===== src/ccp_pkg.sv =====
// Package: register map, field layout, mode codes and timing constants
package ccp_pkg;
   // Register byte offsets (APB, one aligned word each)
   localparam logic [11:0] OFF_MODE_CONTROL = 12'h000;
   localparam logic [11:0] OFF_DUTY_HIGH    = 12'h004;
   localparam logic [11:0] OFF_COMPARE      = 12'h008;
   localparam logic [11:0] OFF_CAPTURE      = 12'h00c;
   localparam logic [11:0] OFF_PERIOD_LIMIT = 12'h010;
   localparam logic [11:0] OFF_STATUS       = 12'h014;
   localparam logic [11:0] OFF_MASK         = 12'h018;
   localparam logic [11:0] OFF_TIMER        = 12'h01c;
   // Mode control field layout
   localparam int MODE_LSB    = 0;
   localparam int MODE_MSB    = 3;
   localparam int DUTY_LO_LSB = 4;
   localparam int DUTY_LO_MSB = 5;
   localparam logic [7:0] CTRL_WMASK = 8'h3f;
   localparam logic [7:0] CTRL_RESET = 8'h00;
   // Mode codes
   localparam logic [3:0] M_OFF      = 4'h0;
   localparam logic [3:0] M_TOGGLE   = 4'h2;
   localparam logic [3:0] M_CAP_FALL = 4'h4;
   localparam logic [3:0] M_CAP_RISE = 4'h5;
   localparam logic [3:0] M_CAP_4    = 4'h6;
   localparam logic [3:0] M_CAP_16   = 4'h7;
   localparam logic [3:0] M_CMP_SET  = 4'h8;
   localparam logic [3:0] M_CMP_CLR  = 4'h9;
   localparam logic [3:0] M_CMP_SW   = 4'ha;
   localparam logic [3:0] M_CMP_ADC  = 4'hb;
   // Prescale end counts for capture every 4th and 16th edge
   localparam logic [3:0] PRE_4_END  = 4'h3;
   localparam logic [3:0] PRE_16_END = 4'hf;
   // Status bits
   localparam int ST_EVENT = 0;
   localparam int ST_CAP   = 1;
   localparam int ST_W     = 2;
   // Time base: 2-bit sub-count below the 8-bit period timer
   localparam logic [1:0] SUB_LAST = 2'h3;
   typedef enum logic [1:0] {
      CLS_OFF,
      CLS_CAPTURE,
      CLS_COMPARE,
      CLS_PWM
   } mode_class_e;
endpackage


===== src/ccp_if.sv =====
// Interface: time base signals shared between the top and the timer
`timescale 1ns/1ps
interface ccp_tb_if;
   logic        run;       // Time base counts
   logic [7:0]  limit;     // Period limit
   logic [7:0]  timer;     // Period timer value
   logic [1:0]  sub;       // Low two bits of the 10-bit base
   logic        wrap;      // Pulse: period complete, timer cleared
   modport timer_side (input run, input limit,
                       output timer, output sub, output wrap);
   modport user_side  (output run, output limit,
                       input timer, input sub, input wrap);
endinterface


===== src/ccp_timebase.sv =====
// Period timer with 2-bit sub-count forming a 10-bit time base
`timescale 1ns/1ps
module ccp_timebase
   import ccp_pkg::*;
(
   // Clock and reset
   input  wire logic     clk_sys_i,
   input  wire logic     resetn_i,
   input  wire logic     ce_i,
   // Time base link
   ccp_tb_if.timer_side  tb
);
   logic [7:0] next_timer;   // Next timer value
   logic [1:0] next_sub;     // Next sub-count
   logic       next_wrap;    // Next wrap pulse

   // Count sub then timer; clear on the increment after the limit
   always_comb begin
      next_timer = tb.timer;
      next_sub   = tb.sub;
      next_wrap  = 1'b0;
      if (!tb.run) begin
         // Held cleared while stopped
         next_timer = 8'h00;
         next_sub   = 2'h0;
      end else if (tb.sub != SUB_LAST) begin
         next_sub = tb.sub + 2'h1;
      end else begin
         next_sub = 2'h0;
         if (tb.timer == tb.limit) begin
            next_timer = 8'h00;
            next_wrap  = 1'b1;
         end else begin
            next_timer = tb.timer + 8'h01;
         end
      end
   end

   // Register the time base
   always_ff @(posedge clk_sys_i or negedge resetn_i) begin
      if (!resetn_i) begin
         tb.timer <= 8'h00;
         tb.sub   <= 2'h0;
         tb.wrap  <= 1'b0;
      end else if (ce_i) begin
         tb.timer <= next_timer;
         tb.sub   <= next_sub;
         tb.wrap  <= next_wrap;
      end
   end
endmodule


===== src/ccp_capture.sv =====
// Capture edge detector with selectable edge and prescale
`timescale 1ns/1ps
module ccp_capture
   import ccp_pkg::*;
(
   // Clock and reset
   input  wire logic       clk_sys_i,
   input  wire logic       resetn_i,
   input  wire logic       ce_i,
   // Control
   input  wire logic [3:0] mode_i,
   input  wire logic       cap_in_i,
   // Result
   output logic            cap_o
);
   logic       prev;          // Previous input level
   logic [3:0] pre;           // Rising edge prescaler
   logic       next_prev;
   logic [3:0] next_pre;
   logic       next_cap;

   // Edge select and prescaler; any non-capture mode clears it
   always_comb begin
      next_prev = cap_in_i;
      next_pre  = pre;
      next_cap  = 1'b0;
      unique case (mode_i)
         M_CAP_FALL: next_cap = prev & ~cap_in_i;
         M_CAP_RISE: next_cap = ~prev & cap_in_i;
         M_CAP_4: begin
            if (~prev & cap_in_i) begin
               next_cap = (pre[1:0] == PRE_4_END[1:0]);
               next_pre = next_cap ? 4'h0 : pre + 4'h1;
            end
         end
         M_CAP_16: begin
            if (~prev & cap_in_i) begin
               next_cap = (pre == PRE_16_END);
               next_pre = next_cap ? 4'h0 : pre + 4'h1;
            end
         end
         default: next_pre = 4'h0;  // Other modes do not capture
      endcase
   end

   // Register edge state
   always_ff @(posedge clk_sys_i or negedge resetn_i) begin
      if (!resetn_i) begin
         prev  <= 1'b0;
         pre   <= 4'h0;
         cap_o <= 1'b0;
      end else if (ce_i) begin
         prev  <= next_prev;
         pre   <= next_pre;
         cap_o <= next_cap;
      end
   end
endmodule


===== src/ccp_unit.sv =====
// Capture/compare/PWM unit with APB registers and interrupt
// Functional notes
// PWM duty low two bits from control
// Code 1011: flag and ADC trigger
// Code 1010: flag only, pin unchanged
// Compare set, clear, toggle output pin
// Code 0111: capture every sixteenth rising edge
// Code 0110: capture every fourth rising edge
// Codes 0101/0100: rising or falling capture
// Code 0000: unit off, held reset
// Control bits 7:6 read zero
// Control register clears on reset
// Mode bits 3:2 ones select PWM
// Software avoids reserved codes 0011, 0001
// Period end clears timer, sets pin; the code leaves the pin low when duty is zero
// Pin low when base equals duty
`timescale 1ns/1ps
module ccp_unit
   import ccp_pkg::*;
(
   // Clock, reset, enable
   input  wire logic        clk_sys_i,
   input  wire logic        resetn_i,
   input  wire logic        ce_i,
   // APB slave
   input  wire logic        psel_i,
   input  wire logic        penable_i,
   input  wire logic        pwrite_i,
   input  wire logic [11:0] paddr_i,
   input  wire logic [31:0] pwdata_i,
   output logic      [31:0] prdata_o,
   output logic             pready_o,
   output logic             pslverr_o,
   // Capture input and unit pin
   input  wire logic        cap_in_i,
   output logic             pin_o,
   // ADC side
   input  wire logic        adc_enable_i,
   output logic             adc_start_o,
   // Interrupt
   output logic             irq_o
);
   // Registers
   logic [7:0]      unit_mode_control;  // Mode and duty low bits
   logic [7:0]      duty_high_byte;     // Duty upper byte
   logic [15:0]     compare_value;      // Compare target
   logic [15:0]     capture_value;      // Last captured time
   logic [7:0]      period_limit;       // PWM period limit
   logic [ST_W-1:0] status;             // Sticky events
   logic [ST_W-1:0] mask;               // Interrupt mask
   // PWM shadow state
   logic [7:0]      duty_shadow;        // Latched duty high part
   logic [1:0]      duty_low_latch;     // Latched duty low part
   logic            pin;                // Output pin state
   logic            match_d;            // Compare match seen last cycle
   // Next values
   logic [7:0]      next_ctrl;
   logic [7:0]      next_dhb;
   logic [15:0]     next_cmp;
   logic [15:0]     next_capv;
   logic [7:0]      next_lim;
   logic [ST_W-1:0] next_status;
   logic [ST_W-1:0] next_mask;
   logic [7:0]      next_dshadow;
   logic [1:0]      next_dlow;
   logic            next_pin;
   logic            next_match_d;
   logic            next_adc;
   logic            next_irq;
   logic [31:0]     next_rdata;
   logic            next_ready;
   logic            next_err;
   // Decode
   logic [3:0]      unit_mode_select;
   logic [1:0]      duty_low_bits;
   mode_class_e     cls;
   logic            acc;
   logic            wr;
   logic            mapped;
   logic            cap_hit;
   logic            match;
   logic            cmp_event;
   logic [9:0]      base;
   logic [9:0]      duty10;
   logic [ST_W-1:0] ev;
   ccp_tb_if        tb ();

   // Field views of the control register; bits 7:6 are never stored
   assign unit_mode_select = unit_mode_control[MODE_MSB:MODE_LSB];
   assign duty_low_bits    = unit_mode_control[DUTY_LO_MSB:DUTY_LO_LSB];

   // Mode class decode; PWM on bits 3:2 both set
   // Reserved codes fall through to off so the unit stays quiet
   always_comb begin
      if (unit_mode_select[3:2] == 2'b11) begin
         cls = CLS_PWM;
      end else if (unit_mode_select[3] ||
                   unit_mode_select == M_TOGGLE) begin
         cls = CLS_COMPARE;
      end else if (unit_mode_select[2]) begin
         cls = CLS_CAPTURE;
      end else begin
         cls = CLS_OFF;  // Off and reserved codes do nothing
      end
   end

   // Time base runs in PWM and compare, stopped otherwise
   assign tb.run   = (cls == CLS_PWM) || (cls == CLS_COMPARE);
   assign tb.limit = period_limit;
   assign base     = {tb.timer, tb.sub};
   assign duty10   = {duty_shadow, duty_low_latch};

   // Shared period timer; held cleared whenever run is low
   ccp_timebase u_timebase (
      .clk_sys_i (clk_sys_i),
      .resetn_i  (resetn_i),
      .ce_i      (ce_i),
      .tb        (tb)
   );

   // Edge detector; its prescaler clears outside the capture modes and holds in rise/fall
   ccp_capture u_capture (
      .clk_sys_i (clk_sys_i),
      .resetn_i  (resetn_i),
      .ce_i      (ce_i),
      .mode_i    (unit_mode_select),
      .cap_in_i  (cap_in_i),
      .cap_o     (cap_hit)
   );

   // Compare match is taken once, on its first cycle only
   assign match     = (cls == CLS_COMPARE) &&
                      ({6'h00, base} == compare_value);
   assign cmp_event = match && !match_d;

   // APB access phase: pready follows one cycle later (one wait state).
   // A write lands only at the edge at which the master sees pready, so
   // a register never changes before the transfer has completed.
   assign acc = psel_i && penable_i && !pready_o;
   assign wr  = psel_i && penable_i && pready_o && pwrite_i;
   always_comb begin
      unique case (paddr_i)
         OFF_MODE_CONTROL, OFF_DUTY_HIGH, OFF_COMPARE, OFF_CAPTURE,
         OFF_PERIOD_LIMIT, OFF_STATUS, OFF_MASK, OFF_TIMER: mapped = 1'b1;
         default: mapped = 1'b0;
      endcase
   end

   // Register file next values and read mux
   always_comb begin
      next_ctrl  = unit_mode_control;
      next_dhb   = duty_high_byte;
      next_cmp   = compare_value;
      next_lim   = period_limit;
      next_mask  = mask;
      next_rdata = prdata_o;
      next_ready = acc;
      next_err   = acc && !mapped;
      if (wr) begin
         unique case (paddr_i)
            OFF_MODE_CONTROL: next_ctrl = pwdata_i[7:0] & CTRL_WMASK;
            OFF_DUTY_HIGH:    next_dhb  = pwdata_i[7:0];
            OFF_COMPARE:      next_cmp  = pwdata_i[15:0];
            OFF_PERIOD_LIMIT: next_lim  = pwdata_i[7:0];
            OFF_MASK:         next_mask = pwdata_i[ST_W-1:0];
            default: ;
         endcase
      end
      // Read data is captured at the access edge and stands with pready;
      // upper bits of narrow registers read as zero
      if (acc && !pwrite_i) begin
         unique case (paddr_i)
            OFF_MODE_CONTROL: next_rdata = {24'h0, unit_mode_control};
            OFF_DUTY_HIGH:    next_rdata = {24'h0, duty_high_byte};
            OFF_COMPARE:      next_rdata = {16'h0, compare_value};
            OFF_CAPTURE:      next_rdata = {16'h0, capture_value};
            OFF_PERIOD_LIMIT: next_rdata = {24'h0, period_limit};
            OFF_STATUS:       next_rdata = {30'h0, status};
            OFF_MASK:         next_rdata = {30'h0, mask};
            OFF_TIMER:        next_rdata = {22'h0, base};
            default:          next_rdata = 32'h0;
         endcase
      end
   end

   // Unit behaviour: capture, compare, PWM, events
   always_comb begin
      next_capv    = capture_value;
      next_dshadow = duty_shadow;
      next_dlow    = duty_low_latch;
      next_pin     = pin;
      next_match_d = match;
      next_adc     = 1'b0;
      ev           = '0;
      unique case (cls)
         CLS_OFF: begin
            // Pin and compare match history held cleared; time base stopped
            next_pin     = 1'b0;
            next_match_d = 1'b0;
         end
         CLS_CAPTURE: begin
            // The time base is stopped in capture modes, so the stamp
            // holds the cleared base; a free-running timer is left out
            if (cap_hit) begin
               next_capv    = {6'h00, base};
               ev[ST_CAP]   = 1'b1;
            end
         end
         CLS_COMPARE: begin
            if (cmp_event) begin
               if (unit_mode_select == M_CMP_SET) begin
                  next_pin      = 1'b1;
                  ev[ST_EVENT]  = 1'b1;
               end else if (unit_mode_select == M_CMP_CLR) begin
                  next_pin      = 1'b0;
                  ev[ST_EVENT]  = 1'b1;
               end else if (unit_mode_select == M_TOGGLE) begin
                  next_pin      = ~pin;
               end else if (unit_mode_select == M_CMP_SW) begin
                  ev[ST_EVENT]  = 1'b1;
               end else if (unit_mode_select == M_CMP_ADC) begin
                  ev[ST_EVENT]  = 1'b1;
                  next_adc      = adc_enable_i;
               end
            end
         end
         CLS_PWM: begin
            // Duty is double buffered: software writes reach the pin only
            // at the next period start, which keeps each period glitch free
            if (tb.wrap) begin
               // Period restart: latch duty, set pin unless duty zero
               next_dshadow = duty_high_byte;
               next_dlow    = duty_low_bits;
               next_pin     = ({duty_high_byte, duty_low_bits} != 10'h0);
            end else if (base == duty10) begin
               next_pin     = 1'b0;
            end
         end
      endcase
      // Hardware set wins over a software clear in the same cycle
      next_status = status;
      if (wr && paddr_i == OFF_STATUS) begin
         next_status = status & ~pwdata_i[ST_W-1:0];
      end
      next_status = next_status | ev;
      next_irq    = |(next_status & next_mask);
   end

   // Register all state; every writable bit clears on reset
   // Clock enable low holds every flop, the bus answer included
   always_ff @(posedge clk_sys_i or negedge resetn_i) begin
      if (!resetn_i) begin
         unit_mode_control <= CTRL_RESET;
         duty_high_byte    <= 8'h00;
         compare_value     <= 16'h0000;
         capture_value     <= 16'h0000;
         period_limit      <= 8'h00;
         status            <= '0;
         mask              <= '0;
         duty_shadow       <= 8'h00;
         duty_low_latch    <= 2'h0;
         pin               <= 1'b0;
         match_d           <= 1'b0;
         adc_start_o       <= 1'b0;
         irq_o             <= 1'b0;
         prdata_o          <= 32'h0;
         pready_o          <= 1'b0;
         pslverr_o         <= 1'b0;
      end else if (ce_i) begin
         unit_mode_control <= next_ctrl;
         duty_high_byte    <= next_dhb;
         compare_value     <= next_cmp;
         capture_value     <= next_capv;
         period_limit      <= next_lim;
         status            <= next_status;
         mask              <= next_mask;
         duty_shadow       <= next_dshadow;
         duty_low_latch    <= next_dlow;
         pin               <= next_pin;
         match_d           <= next_match_d;
         adc_start_o       <= next_adc;
         irq_o             <= next_irq;
         prdata_o          <= next_rdata;
         pready_o          <= next_ready;
         pslverr_o         <= next_err;
      end
   end

   // Pin leaves straight from its flop, with no gate after it
   assign pin_o = pin;
endmodule


===== config.mk =====
export PLATFORM = sky130hd
export DESIGN_NAME = ccp_unit
export DESIGN_NICKNAME = d
export VERILOG_FILES = /design/src/ccp_pkg.sv /design/src/ccp_if.sv /design/src/ccp_timebase.sv /design/src/ccp_capture.sv /design/src/ccp_unit.sv
export SDC_FILE = /design/constraint.sdc
export NUM_CORES = 1
export LEC_CHECK = 0
export BUFFER_PORTS_ARGS = -buffer_cell sky130_fd_sc_hd__buf_2
export CORE_ASPECT_RATIO = 0.7
export CORE_MARGIN = 2
export CORE_UTILIZATION = 40
export DETAILED_ROUTE_END_ITERATION = 16
export SLEW_MARGIN = 20
export SYNTH_ARGS = -nofsm -noshare
export SYNTH_HDL_FRONTEND = slang
export SYNTH_SLANG_ARGS = --single-unit

===== constraint.sdc =====
create_clock -name clk_sys_i -period 2.7 [get_ports clk_sys_i]
set_input_delay 0.54 -clock clk_sys_i [delete_from_list [all_inputs] [get_ports clk_sys_i]]
set_output_delay 0.54 -clock clk_sys_i [all_outputs]
set_load 0.03 [all_outputs]

# Word-level counts from Yosys, hierarchy flattened

Memories as Yosys holds them, arrays and structs flattened.
Cells that the tools add are included.
W data, S select, Z words.

Bits of input ports: 52
Bits in read-only memories: 32
Memories kept: 1
Bits in registers: 117

Add/subtract/negate cells: 3
Multiplexer cells: 48
Reduce and logical (&&, ||, !) cells: 32
Bitwise gates (word level): 10
Eq/ne operators: 32

Memory list:

| name            | depth | width | read ports | clocked after Yosys merged registers in | wr ports | line            | RTL |
|---|---|---|---|---|---|---|---|
| (no name shown) | 32    | 1     | 1          | 0                                       | 0        | ccp_unit.sv:142 | `unique case (paddr_i)` |

Operators with widths:

| operator              | count |
|---|---|
| $pmux W16 S8          | 1 |
| $eq A12 B5 Y1 const B | 4 |
| $mux W1               | 30 |
| $eq A12 B4 Y1 const B | 2 |
| $mux W8               | 3 |
| $eq A4 B4 Y1 const B  | 5 |
| $reduce_and A3 Y1     | 6 |
| $eq A10 B16 Y1        | 1 |
| $eq A4 B3 Y1 const B  | 4 |
| $mux W4               | 4 |
| $mux W2               | 7 |
| $eq A12 B3 Y1 const B | 1 |
| $logic_not A12 Y1     | 1 |
| $pmux W4 S3           | 1 |
| $eq A10 B10 Y1        | 1 |
| $reduce_bool A10 Y1   | 1 |
| $logic_and A1 B1 Y1   | 9 |
| $add A8 B1 Y8 const B | 1 |
| $eq A2 B2 Y1 const B  | 4 |
| $eq A8 B8 Y1          | 1 |
| $logic_not A7 Y1      | 1 |
| $ne A2 B2 Y1 const B  | 3 |
| $reduce_and A5 Y1     | 1 |
| $add A4 B1 Y4 const B | 1 |
| other kinds (20)      | 32 |

# Depth between registers and ports, before layout

Gate-level depths: netlist of run 1.

Word-level depth: 12
Depth in mapped cells: 8
Depth with buffers taken out: 6

# Hierarchy

From an unflattened synthesis of run 1, not the netlist that was laid out.

Cells, all modules: 460
Area total of the unflattened synthesis: 5280.1 sq um

By module, submodules not included:

| module       | seq. area each (sq um) | area each (sq um) | instances | cells each |
|---|---|---|---|---|
| ccp_unit     | 2102.0                 | 4239.1            | 1         | 352 |
| ccp_timebase | 275.3                  | 650.6             | 1         | 68 |
| ccp_capture  | 150.1                  | 390.4             | 1         | 40 |

# Worst setup path before layout of run 1

Ideal clock, no wire load.

Path type: input-to-reg
Start point: in paddr_i[11]
End point: reg compare_value[0]
Data arrival time: 1.962 ns
Setup slack: 0.613 ns
Setup time: 0.125 ns
Stages on the path: 7
Path buffers: 2
Path through: nor4_4 > and4_1 > buf_4 > nand3_4 > nor2_8 > buf_6 > mux2_2

Word-level cells in the longest chain between the ends: 2

RTL lines:

| what                        | line            | RTL |
|---|---|---|
| start, declared             | ccp_unit.sv:29  | `input wire logic [11:0] paddr_i,` |
| $eq A12 B4 Y1               | ccp_unit.sv:160 | `unique case (paddr_i)` |
| $reduce_and A3 Y1 (no line) | n/a             |  |
| end signal, assigned        | ccp_unit.sv:272 | `compare_value <= next_cmp;` |
| end, declared               | ccp_unit.sv:46  | `logic [15:0] compare_value;` |

Every way passes these cells.
A chain may end at the register's enable or synchronous reset.

# Worst setup path after layout of run 1

Start point: reg u_timebase.tb.timer[0]
End point: reg pin, in the netlist pin_o

Word-level cells in the longest chain between the ends: 5

RTL lines:

| what                          | line               | RTL |
|---|---|---|
| start, declared               | ccp_if.sv:10       | `output timer, output sub, output wrap);` |
| start signal, assigned        | ccp_timebase.sv:46 | `tb.timer <= next_timer;` |
| $eq A10 B16 Y1                | ccp_unit.sv:133    | `({6'h00, base} == compare_value);` |
| $logic_and A1 B1 Y1           | ccp_unit.sv:132    | `assign match = (cls == CLS_COMPARE) &&` |
| $logic_and A1 B1 Y1           | ccp_unit.sv:134    | `assign cmp_event = match && !match_d;` |
| $ne A2 B2 Y1 (no line)        | n/a                |  |
| $reduce_and A5 Y1 (no line) * | n/a                |  |
| end signal, assigned          | ccp_unit.sv:279    | `pin <= next_pin;` |
| end, declared                 | ccp_unit.sv:54     | `logic pin;` |

Mark *: on every way between the ends. The rest lies on a longest branch, timed or not.

==> tab_implementation.tex, run 1 <==
\begin{tabular}{lr}
\hline
Metric & Value \\
\hline
\multicolumn{2}{l}{\textbf{Run status}} \\
\quad Result of the run & completed \\
\multicolumn{2}{l}{\textbf{CTS}} \\
\quad Post-cts hold buffer count & 0 \\
\quad Clock buffer depth & 2 \\
\quad Number of setup buffers added after CTS & 0 \\
\quad Post-CTS clock slew at the launch and capture registers of the worst setup and hold paths & 0.07 ns \\
\quad CTS root buf & clkbuf\_16 \\
\quad H-tree lvl count & 3 \\
\quad Number of clock sinks seen by CTS & 101 \\
\quad Clock tree from TritonCTS & done \\
\quad Number of clock buffers inserted by TritonCTS & 9 \\
\quad Gates resized, CTS repair & 0 \\
\quad Latest clock arrival within the worst-skew pair & 0.36 ns \\
\multicolumn{2}{l}{\textbf{STA}} \\
\quad Fin crit share & 84.65\% \\
\quad Count of endpoints failing hold in the final timing report & 0 \\
\quad Worst clock skew & 0.009104 ns \\
\quad Max Clk Rate & 437.5 MHz \\
\quad Total of endpoints with negative setup slack in the final report & 0 \\
\quad Hold slack & 0.1801 ns \\
\quad Slew Viols, Final & 0 \\
\quad Minimum clock period & 2.286 ns \\
\quad Worst slew pin tran & 0.7764 ns \\
\quad RSZ-0062 raised after global routing & no \\
\quad Slew HR & 47.57\% \\
\quad Total Neg Setup Slack & 0 ns \\
\multicolumn{2}{l}{\textbf{GRT}} \\
\quad Initial antenna violation count & 0 \\
\quad First-pass GRT wire length & 22.67 mm \\
\quad Via count of the first global-routing pass & 3916 \\
\quad GRT Resource Usage Total & 20.88\% \\
\quad Remaining global-route overflow & 0 \\
\quad Pin count of the biggest net entering global routing & 41 \\
\multicolumn{2}{l}{\textbf{Floorplanning}} \\
\quad Die area & 14490 um2 \\
\quad Die width & 143.0 um \\
\quad Die boundary height & 101.3 um \\
\quad Initial core utilization & 41.04\% \\
\quad Area of the core & 13180 um2 \\
\quad Row cnt & 35 \\
\quad Io pins & 89 \\
\multicolumn{2}{l}{\textbf{Logic synthesis}} \\
\quad Synthesis Warnings & 0 \\
\quad Count of state elements after synthesis & 101 \\
\quad Number of flops mapped to enable cells by yosys & 0 \\
\quad Yosys top cell area share & 46.72\% \\
\quad Syn avg cell area & 11.29 um2 \\
\quad Cell count after synthesis & 479 \\
\quad Count of different cell masters after synthesis & 67 \\
\quad Library cell occupying the most area in the post-synthesis netlist & dfrtp\_1 \\
\quad Post-synth design cell area & 5410 um2 \\
\quad Top flip-flop cell by instance count after synthesis & dfrtp\_1 \\
\quad Share of synthesized flip-flops with an asynchronous set or reset & 100.0\% \\
\quad Sequential cell area fraction in the yosys report & 46.72\% \\
\quad Cell types occupying the most area after synthesis & dfrtp\_1 (47\%), mux2\_2 (14\%), nand2\_1 (2.4\%) \\
\multicolumn{2}{l}{\textbf{Place}} \\
\quad Final weighted congestion of routability-driven global placement & 0.8764 \\
\quad Post-placement cell count & 708 \\
\quad PortBufs & 56 \\
\quad Post-DP HPWL & 10.47 mm \\
\multicolumn{2}{l}{\textbf{Final layout}} \\
\quad Most frequent standard cell in the layout excluding fill and tap cells & dfrtp\_1 \\
\quad Ant. Diodes & 0 \\
\quad Post-synthesis to final-layout area growth & 13.69\% \\
\quad Post-route non-filler standard cell count & 724 \\
\quad Final \#Nets & 590 \\
\quad Final core utilization & 46.66\% \\
\quad Commonest cells after routing, fill and taps aside & dfrtp\_1 (101), mux2\_2 (67), buf\_2 (55) \\
\quad Fraction of final layout cells sized beyond drive strength 1 & 31.91\% \\
\multicolumn{2}{l}{\textbf{Setup path}} \\
\quad Reg2Reg Setup Slack & 0.41 ns \\
\quad Data arrival time of the worst path & 2.53 ns \\
\quad Reg2reg start & u\_timebase.tb.timer[0]\$\_DFFE\_PN0P\_ \\
\quad Depth of the worst register-to-register path & 5 \\
\quad Worst R2R End & pin\_o\$\_DFFE\_PN0P\_ \\
\quad Startpoint type of the worst setup path & flop \\
\quad Critical path type & reg2reg \\
\quad Critical path capture point type & flop \\
\quad Maximum fanout count along the critical path & 11 \\
\quad Endpoint required time on the critical path & 2.94 ns \\
\multicolumn{2}{l}{\textbf{Drt}} \\
\quad Total Routed Length & 14.33 mm \\
\quad Overall via count from detail\_route & 4064 \\
\quad Iter 0 DRT Violations & 310 \\
\quad Number of remaining DRC errors & 0 \\
\quad Routed wire length per instance & 19.79 um \\
\quad Count of TritonRoute iterations in the first routing pass & 5 \\
\quad Vias per cell & 5.613 \\
\quad DRT antenna net count & 0 \\
\multicolumn{2}{l}{\textbf{Pwr}} \\
\quad Reported leakage power & 0.002922 uW \\
\quad PwrDens & 488.6 nW/um2 \\
\quad Total power consumption of the routed design & 3005 uW \\
\quad Maximum ir drop on the vdd rail & 0.0002365 V \\
\multicolumn{2}{l}{\textbf{Min path}} \\
\quad Class of the tightest hold or removal check & in2async \\
\multicolumn{2}{l}{\textbf{Job}} \\
\quad \# Max-Cap Violations & 0 \\
\hline
\end{tabular}
how the worst max path moves through the flow:
| stage | start | end | cells past startpoint |
|---|---|---|---|
| after floorplan | paddr_i[11] | compare_value[0]$_DFFE_PN0P_ | 7 |
| after global placement | paddr_i[4] | prdata_o[4]$_DFFE_PN0P_ | 6 |
| after detailed placement | paddr_i[11] | unit_mode_control[5]$_DFFE_PN0P_ | 6 |
| after CTS | u_timebase.tb.timer[0]$_DFFE_PN0P_ | pin_o$_DFFE_PN0P_ | 5 |
| after global routing | u_timebase.tb.timer[0]$_DFFE_PN0P_ | pin_o$_DFFE_PN0P_ | 5 |
| final | u_timebase.tb.timer[0]$_DFFE_PN0P_ | pin_o$_DFFE_PN0P_ | 5 |
state kept, by name, summed over array words and instances (netlist names), 4 cells and up:
name                 cells
duty_shadow              8
prdata_o                16
capture_value           10
unit_mode_control        6
period_limit             8
compare_value           16
duty_high_byte           8
u_capture.pre            4
u_timebase.tb.timer      8
routing by layer:
metal	global-route usage, %	routed length [um]	vias to the layer above
met5	0	0	-
li1	-	-	1838
met3	5.957	1067	15
met2	28.74	6085	141
met1	32.07	7024	2070
met4	5.255	153	0
worst max-delay path, stage by stage, from the launching register on:
cell	delay, ns
dfrtp_1	0.63
xnor2_1	0.19
nand4_1	0.14
o41ai_1	0.76
nand3_1	0.15
o221a_2	0.30
report_power, final:
part	switching, uW	internal [uW]	leakage [uW]	total (uW)
logic	142	54.1	0.00138	196
clock network	631	652	0.000143	1280
registers	7.23	1520	0.00140	1530
total	780	2230	0.00292	3010
synth_stat cells (3+ instances only):
| master | instances |
|---|---|
| and2_1 | 3 |
| mux2i_1 | 4 |
| nor3_1 | 5 |
| inv_1 | 13 |
| nor4_1 | 4 |
| dfrtp_1 | 101 |
| a222oi_1 | 3 |
| o21ai_0 | 14 |
| nand2_1 | 35 |
| o2111ai_1 | 4 |
| nor2_1 | 18 |
| clkbuf_1 | 14 |
| buf_4 | 17 |
| and3_1 | 5 |
| xnor2_1 | 15 |
| or2_2 | 3 |
| mux4_2 | 4 |
| ha_1 | 4 |
| a22oi_1 | 6 |
| o31ai_1 | 4 |
| a21oi_1 | 8 |
| nand2b_1 | 8 |
| xor2_1 | 14 |
| nand3_1 | 11 |
| nor2b_1 | 7 |
| o311ai_0 | 3 |
| mux2_2 | 67 |
| a22o_1 | 11 |
| o21ai_1 | 4 |
| nor4_4 | 3 |
| o2bb2ai_1 | 3 |
| nand4_1 | 10 |
| a31oi_1 | 3 |
| buf_2 | 8 |
kinds of logic after synthesis:
group / Yosys count / share of synthesized area [%]
AND/OR/NAND/NOR: 131 / 14.69
flip-flops: 101 / 46.72
AO/OA/AOI/OAI: 82 / 11.03
multiplexers: 75 / 16.35
buffers and inverters: 56 / 5.527
XOR/XNOR: 29 / 4.695
adder cells (fa/ha/maj): 4 / 0.9251
other: 1 / 0.06931
cell type report:
cell class                      instances  area [um2]
Tap cell                              185       231.5
Clock buffer                           10       229.0
Clock inverter                          6       62.56
Fill cell                            1208        7030
Sequential cell                       101        2527
Timing Repair Buffer                   71       407.9
Multi-Input combinational cell        337        2640
Inverter                               14       52.55
stage by stage:
step,cell area [um2],worst slack [ns]
after CTS,6151,0.4693
final,6151,0.4143
after global placement,5859,0.3684
after floorplan,5466,0.6132
after global routing,6151,0.2173
after detailed placement,5859,0.3744
(Power assumes the default switching activity.)
==> run 2: changes to the inputs <==
==> constraint.sdc (replaced) <==
create_clock -name clk_sys_i -period 2.35 [get_ports clk_sys_i]
set_input_delay 0.47 -clock clk_sys_i [delete_from_list [all_inputs] [get_ports clk_sys_i]]
set_output_delay 0.47 -clock clk_sys_i [all_outputs]
set_load 0.03 [all_outputs]
==> tab_implementation.tex, run 2 (synthesis results as in run 1) <==
\begin{tabular}{lr}
\hline
Metric & Value \\
\hline
\multicolumn{2}{l}{\textbf{GRT}} \\
\quad Remaining global-route overflow & 0 \\
\quad Initial antenna violation count & 0 \\
\quad First-pass GRT wire length & 22.37 mm \\
\quad Pin count of the biggest net entering global routing & 43 \\
\quad GRT Resource Usage Total & 20.68\% \\
\quad Via count of the first global-routing pass & 3850 \\
\multicolumn{2}{l}{\textbf{Run status}} \\
\quad Result of the run & completed \\
\multicolumn{2}{l}{\textbf{Pwr}} \\
\quad Total power consumption of the routed design & 3610 uW \\
\quad Maximum ir drop on the vdd rail & 0.0003517 V \\
\quad PwrDens & 575.9 nW/um2 \\
\quad Reported leakage power & 0.002981 uW \\
\multicolumn{2}{l}{\textbf{Setup path}} \\
\quad Startpoint type of the worst setup path & flop \\
\quad Maximum single-stage delay on the critical path & 0.53 ns \\
\quad Critical path cell sequence & xor2\_1 > nor4\_1 > buf\_4 > a31oi\_1 > nor2\_1 > nor2\_1 \\
\quad Worst R2R End & u\_timebase.tb.timer[6]\$\_DFFE\_PN0P\_ \\
\quad Data arrival time of the worst path & 2.28 ns \\
\quad Depth of the worst register-to-register path & 6 \\
\quad Critical path capture point type & flop \\
\quad Reg2Reg Setup Slack & 0.30 ns \\
\quad Buf+Inv Stages, Crit Path & 1 \\
\quad Most Frequent Cell on Critical Path & nor2\_1 \\
\quad Delay-heaviest family, CP & simple AND/OR/NAND/NOR gates \\
\quad Maximum fanout count along the critical path & 8 \\
\quad Slowest cell on the critical path & dfrtp\_1 \\
\quad Critical path type & reg2reg \\
\quad Reg2reg start & u\_timebase.tb.timer[5]\$\_DFFE\_PN0P\_ \\
\quad Endpoint required time on the critical path & 2.57 ns \\
\multicolumn{2}{l}{\textbf{CTS}} \\
\quad Clock tree from TritonCTS & done \\
\quad Post-CTS clock slew at the launch and capture registers of the worst setup and hold paths & 0.08 ns \\
\quad CTS root buf & clkbuf\_16 \\
\quad Number of clock buffers inserted by TritonCTS & 9 \\
\quad Clock buffer depth & 2 \\
\quad Number of clock sinks seen by CTS & 101 \\
\quad Post-cts hold buffer count & 0 \\
\quad Gates resized, CTS repair & 0 \\
\quad Latest clock arrival within the worst-skew pair & 0.36 ns \\
\quad H-tree lvl count & 3 \\
\quad Number of setup buffers added after CTS & 0 \\
\multicolumn{2}{l}{\textbf{Floorplanning}} \\
\quad Initial core utilization & 41.04\% \\
\quad Row cnt & 35 \\
\quad Area of the core & 13180 um2 \\
\quad Die width & 143.0 um \\
\quad Io pins & 89 \\
\quad Die boundary height & 101.3 um \\
\quad Die area & 14490 um2 \\
\multicolumn{2}{l}{\textbf{Drt}} \\
\quad Overall via count from detail\_route & 4021 \\
\quad Count of TritonRoute iterations in the first routing pass & 5 \\
\quad DRT antenna net count & 0 \\
\quad Iter 0 DRT Violations & 296 \\
\quad Total Routed Length & 14.33 mm \\
\quad Number of remaining DRC errors & 0 \\
\quad Routed wire length per instance & 19.57 um \\
\quad Vias per cell & 5.493 \\
\multicolumn{2}{l}{\textbf{Place}} \\
\quad Final weighted congestion of routability-driven global placement & 0.8312 \\
\quad PortBufs & 56 \\
\quad Post-DP HPWL & 10.60 mm \\
\multicolumn{2}{l}{\textbf{STA}} \\
\quad Total of endpoints with negative setup slack in the final report & 0 \\
\quad Slew HR & 61.45\% \\
\quad Count of endpoints failing hold in the final timing report & 0 \\
\quad Minimum clock period & 2.052 ns \\
\quad Fin crit share & 87.32\% \\
\quad Max Clk Rate & 487.3 MHz \\
\quad Total Neg Setup Slack & 0 ns \\
\quad RSZ-0062 raised after global routing & no \\
\quad Worst slew pin tran & 0.5782 ns \\
\quad Worst clock skew & 0.009258 ns \\
\quad Slew Viols, Final & 0 \\
\multicolumn{2}{l}{\textbf{Final layout}} \\
\quad Total area of multi-input combinational cells & 2640 um2 \\
\quad Final core utilization & 47.55\% \\
\quad Final \#Nets & 598 \\
\quad Most frequent standard cell in the layout excluding fill and tap cells & dfrtp\_1 \\
\quad Ant. Diodes & 0 \\
\quad Largest registers ranked by flip-flop count & compare\_value (16), prdata\_o (16), capture\_value (10) \\
\quad Commonest cells after routing, fill and taps aside & dfrtp\_1 (101), mux2\_2 (67), buf\_2 (55) \\
\quad Post-synthesis to final-layout area growth & 15.84\% \\
\quad Number of fill cells & 1219 \\
\quad Fraction of final layout cells sized beyond drive strength 1 & 33.09\% \\
\quad FF/Latch Area & 2527 um2 \\
\multicolumn{2}{l}{\textbf{Min path}} \\
\quad Class of the tightest hold or removal check & in2async \\
\multicolumn{2}{l}{\textbf{Job}} \\
\quad \# Max-Cap Violations & 0 \\
\hline
\end{tabular}
==> run 2: worst max path at each step <==
stage / startpoint / cells after the start / end / slack [ns]
after CTS: u_timebase.tb.timer[0]$_DFFE_PN0P_ / 6 / u_timebase.tb.timer[6]$_DFFE_PN0P_ / 0.26
after detailed placement: paddr_i[11] / 6 / compare_value[13]$_DFFE_PN0P_ / 0.10
after global placement: paddr_i[11] / 6 / compare_value[8]$_DFFE_PN0P_ / 0.14
after floorplan: paddr_i[11] / 7 / compare_value[0]$_DFFE_PN0P_ / 0.33
final: u_timebase.tb.timer[5]$_DFFE_PN0P_ / 6 / u_timebase.tb.timer[6]$_DFFE_PN0P_ / 0.30
after global routing: u_timebase.tb.timer[0]$_DFFE_PN0P_ / 6 / u_timebase.tb.timer[6]$_DFFE_PN0P_ / 0.07
==> run 2: worst reg2reg max path, delay by kind of cell, from the launching register on <==
| family | cells | cell delay [ns] |
|---|---|---|
| and+or+nand+nor | 3 | 0.89 |
| AOI/OAI and AO/OA | 1 | 0.07 |
| buffers and inverters | 1 | 0.20 |
| xor gates and xnor gates | 1 | 0.23 |
| DFF | 1 | 0.53 |
==> run 2: per-stage QoR <==
step | cell area [um2] | std cells | hold WS [ns] | worst slack [ns]
after floorplan | 5466 | 494 | 0.1744 | 0.3332
after global placement | 5944 | 716 | 0.4591 | 0.1430
after detailed placement | 5944 | 716 | 0.4782 | 0.1019
after CTS | 6267 | 732 | 0.1278 | 0.2578
final | 6267 | 732 | 0.1014 | 0.2979
after global routing | 6267 | 732 | 0.1478 | 0.07487
==> run 2: layout make-up <==
cell class                      count  area share (%)
Multi-Input combinational cell    337           42.12
Sequential cell                   101           40.33
Timing Repair Buffer               79           7.866
Tap cell                          185           3.693
Clock buffer                        9           3.594
Clock inverter                      7           1.557
Inverter                           14          0.8385
==> run 2: metal layers <==
metal	wire, um	up-vias	GRT usage [%]	part of all wire (%)
met3	784	9	4.870	5.5
met1	7474	2053	32.81	52
li1	-	1841	-	-
met5	0	-	0	0
met4	108	0	4.417	0.75
met2	5959	118	28.41	42
==> run 2: power breakdown <==
part,total [uW],leakage [uW],internal [uW],switching (uW)
Sequential,1750,0.00140,1750,7.17
Clock,1630,0.000159,867,762
Combinational,229,0.00142,65.4,163
==> run 3: changes to the inputs <==
--- a/config.mk
+++ b/config.mk
@@ -5,11 +5,12 @@
 export SDC_FILE = /design/constraint.sdc
 export NUM_CORES = 1
 export LEC_CHECK = 0
-export BUFFER_PORTS_ARGS = -buffer_cell sky130_fd_sc_hd__buf_2
 export CORE_ASPECT_RATIO = 0.7
 export CORE_MARGIN = 2
 export CORE_UTILIZATION = 40
 export DETAILED_ROUTE_END_ITERATION = 16
+export DONT_BUFFER_PORTS = 1
+export REMOVE_ABC_BUFFERS = 1
 export SLEW_MARGIN = 20
 export SYNTH_ARGS = -nofsm -noshare
 export SYNTH_HDL_FRONTEND = slang
==> constraint.sdc (replaced) <==
create_clock -name clk_sys_i -period 2.7 [get_ports clk_sys_i]
set_input_delay 0.54 -clock clk_sys_i [delete_from_list [all_inputs] [get_ports clk_sys_i]]
set_output_delay 0.54 -clock clk_sys_i [all_outputs]
set_load 0.03 [all_outputs]
==> tab_implementation.tex, run 3 (synthesis results as in run 1) <==
\begin{tabular}{lr}
\hline
Metric & Value \\
\hline
\multicolumn{2}{l}{\textbf{Pwr}} \\
\quad Net switching power figure & 669.4 uW \\
\quad Maximum ir drop on the vdd rail & 0.0003058 V \\
\quad Switching power as a share of total power & 22.10\% \\
\quad Seq pwr share & 50.6\% \\
\quad Combinational group share of total power & 2.9\% \\
\quad Clock network fraction of design power & 46.5\% \\
\quad Internal power of the cells & 2360 uW \\
\quad Total power consumption of the routed design & 3030 uW \\
\quad PwrDens & 520.0 nW/um2 \\
\quad Reported leakage power & 0.002638 uW \\
\multicolumn{2}{l}{\textbf{Run status}} \\
\quad Violations in the final reports & negative hold slack \\
\quad Result of the run & finished, violations left \\
\multicolumn{2}{l}{\textbf{CTS}} \\
\quad Clock buffer depth & 2 \\
\quad Number of clock buffers inserted by TritonCTS & 9 \\
\quad H-tree lvl count & 3 \\
\quad Latest clock arrival within the worst-skew pair & 0.35 ns \\
\quad Number of setup buffers added after CTS & 0 \\
\quad Clock tree from TritonCTS & done \\
\quad CTS root buf & clkbuf\_16 \\
\quad Gates resized, CTS repair & 0 \\
\quad Post-CTS clock slew at the launch and capture registers of the worst setup and hold paths & 0.07 ns \\
\quad Number of clock sinks seen by CTS & 101 \\
\multicolumn{2}{l}{\textbf{STA}} \\
\quad Count of endpoints failing hold in the final timing report & 101 \\
\quad RSZ-0062 raised after global routing & no \\
\quad Slew HR & 57.46\% \\
\quad Total of endpoints with negative setup slack in the final report & 0 \\
\quad Max Clk Rate & 481.2 MHz \\
\quad Minimum setup slack in the final design & 0.6219 ns \\
\quad Minimum clock period & 2.078 ns \\
\quad Worst clock skew & 0.006671 ns \\
\quad Total Neg Setup Slack & 0 ns \\
\quad Worst slew pin tran & 0.6298 ns \\
\quad Slew Viols, Final & 0 \\
\quad Hold slack & -0.1203 ns \\
\quad Fin crit share & 76.97\% \\
\multicolumn{2}{l}{\textbf{Floorplanning}} \\
\quad Die boundary height & 101.3 um \\
\quad Die area & 14490 um2 \\
\quad Initial core utilization & 41.04\% \\
\quad Die width & 143.0 um \\
\quad Area of the core & 13180 um2 \\
\quad Row cnt & 35 \\
\quad Io pins & 89 \\
\multicolumn{2}{l}{\textbf{Place}} \\
\quad Post-place instance area & 5512 um2 \\
\quad Post-placement worst setup slack & 0.4288 ns \\
\quad Post-DP HPWL & 9.780 mm \\
\quad PortBufs & 0 \\
\quad Final weighted congestion of routability-driven global placement & 0.8701 \\
\multicolumn{2}{l}{\textbf{GRT}} \\
\quad Initial antenna violation count & 0 \\
\quad GRT Resource Usage Total & 19.80\% \\
\quad Remaining global-route overflow & 0 \\
\quad Pin count of the biggest net entering global routing & 102 \\
\quad First-pass GRT wire length & 21.73 mm \\
\quad Via count of the first global-routing pass & 3709 \\
\multicolumn{2}{l}{\textbf{Final layout}} \\
\quad Post-route cell area & 5827 um2 \\
\quad Fraction of final layout cells sized beyond drive strength 1 & 22.90\% \\
\quad Final \#Nets & 527 \\
\quad Number of fill cells & 1235 \\
\quad Commonest cells after routing, fill and taps aside & dfrtp\_1 (101), mux2\_2 (67), nand2\_1 (35) \\
\quad Final core utilization & 44.21\% \\
\quad Largest registers ranked by flip-flop count & compare\_value (16), prdata\_o (16), capture\_value (10) \\
\quad Most frequent standard cell in the layout excluding fill and tap cells & dfrtp\_1 \\
\quad FF/Latch Area & 2527 um2 \\
\quad Ant. Diodes & 0 \\
\quad Post-synthesis to final-layout area growth & 7.701\% \\
\quad Total area of multi-input combinational cells & 2640 um2 \\
\multicolumn{2}{l}{\textbf{Setup path}} \\
\quad Critical path type & reg2reg \\
\quad Critical path capture point type & flop \\
\quad Startpoint type of the worst setup path & flop \\
\quad Buf+Inv Stages, Crit Path & 0 \\
\quad Delay-heaviest family, CP & compound AO/OA/AOI/OAI gates \\
\quad Maximum fanout count along the critical path & 11 \\
\quad Data arrival time of the worst path & 2.32 ns \\
\quad Critical path cell sequence & xnor2\_1 > nand4\_1 > o41ai\_1 > nand3\_1 > o221a\_2 \\
\quad Maximum single-stage delay on the critical path & 0.64 ns \\
\quad Endpoint required time on the critical path & 2.94 ns \\
\quad Slowest cell on the critical path & o41ai\_1 \\
\multicolumn{2}{l}{\textbf{Drt}} \\
\quad Vias per cell & 5.747 \\
\quad Iter 0 DRT Violations & 392 \\
\quad Total Routed Length & 13.67 mm \\
\quad DRT antenna net count & 0 \\
\quad Number of remaining DRC errors & 0 \\
\quad Overall via count from detail\_route & 3799 \\
\quad Count of TritonRoute iterations in the first routing pass & 5 \\
\quad Routed wire length per instance & 20.68 um \\
\multicolumn{2}{l}{\textbf{Min path}} \\
\quad Class of the tightest hold or removal check & in2async \\
\multicolumn{2}{l}{\textbf{Job}} \\
\quad \# Max-Cap Violations & 0 \\
\hline
\end{tabular}
## run 3: layout make-up
class | instances | share of cell area [%]
clock inverter | 6 | 1.482
timing repair buffer | 8 | 1.031
tap | 185 | 3.973
sequential | 101 | 43.38
inverter | 14 | 0.9019
clock buffer | 10 | 3.930
multi-input combinational | 337 | 45.31
## run 3: per-stage QoR
step           instances  hold slack (ns)
5_1_grt              661          -0.1348
3_5_place_dp         645           0.2467
2_1_floorplan        452           0.2444
6_report             661          -0.1203
3_3_place_gp         645           0.2467
4_1_cts              661          -0.1267
## run 3: final timing paths
check,slack (ns),start,cells after the start,end
worst max-delay path,0.62,u_timebase.tb.timer[0]$_DFFE_PN0P_,5,pin_o$_DFFE_PN0P_
worst min register to register,0.48,capture_value[0]$_DFFE_PN0P_,2,capture_value[0]$_DFFE_PN0P_
worst max register to register,0.62,u_timebase.tb.timer[0]$_DFFE_PN0P_,5,pin_o$_DFFE_PN0P_
min in group clk_sys_i,0.28,ce_i,1,status[0]$_DFFE_PN0P_
max in group asynchronous,2.66,resetn_i,0,duty_shadow[7]$_DFFE_PN0P_
worst min-delay path,-0.12,resetn_i,0,irq_o$_DFFE_PN0P_
## run 3: power by group through the flow
stage                     Clock (uW)  Combinational, uW  Sequential [uW]
final                           1410               87.0             1530
after global routing            1490               94.1             1530
after CTS                       1430               86.6             1530
after detailed placement           0               86.0             1560
after global placement             0               85.0             1560
after floorplan                    0               75.4             1560
## run 3: layer usage
| layer | share of wire (%) | track usage (%) | up-vias |
|---|---|---|---|
| li1 | - | - | 1713 |
| met1 | 49 | 29.85 | 1964 |
| met3 | 6.1 | 4.728 | 10 |
| met5 | 0 | 0 | - |
| met2 | 44 | 29.00 | 112 |
| met4 | 0.86 | 4.265 | 0 |
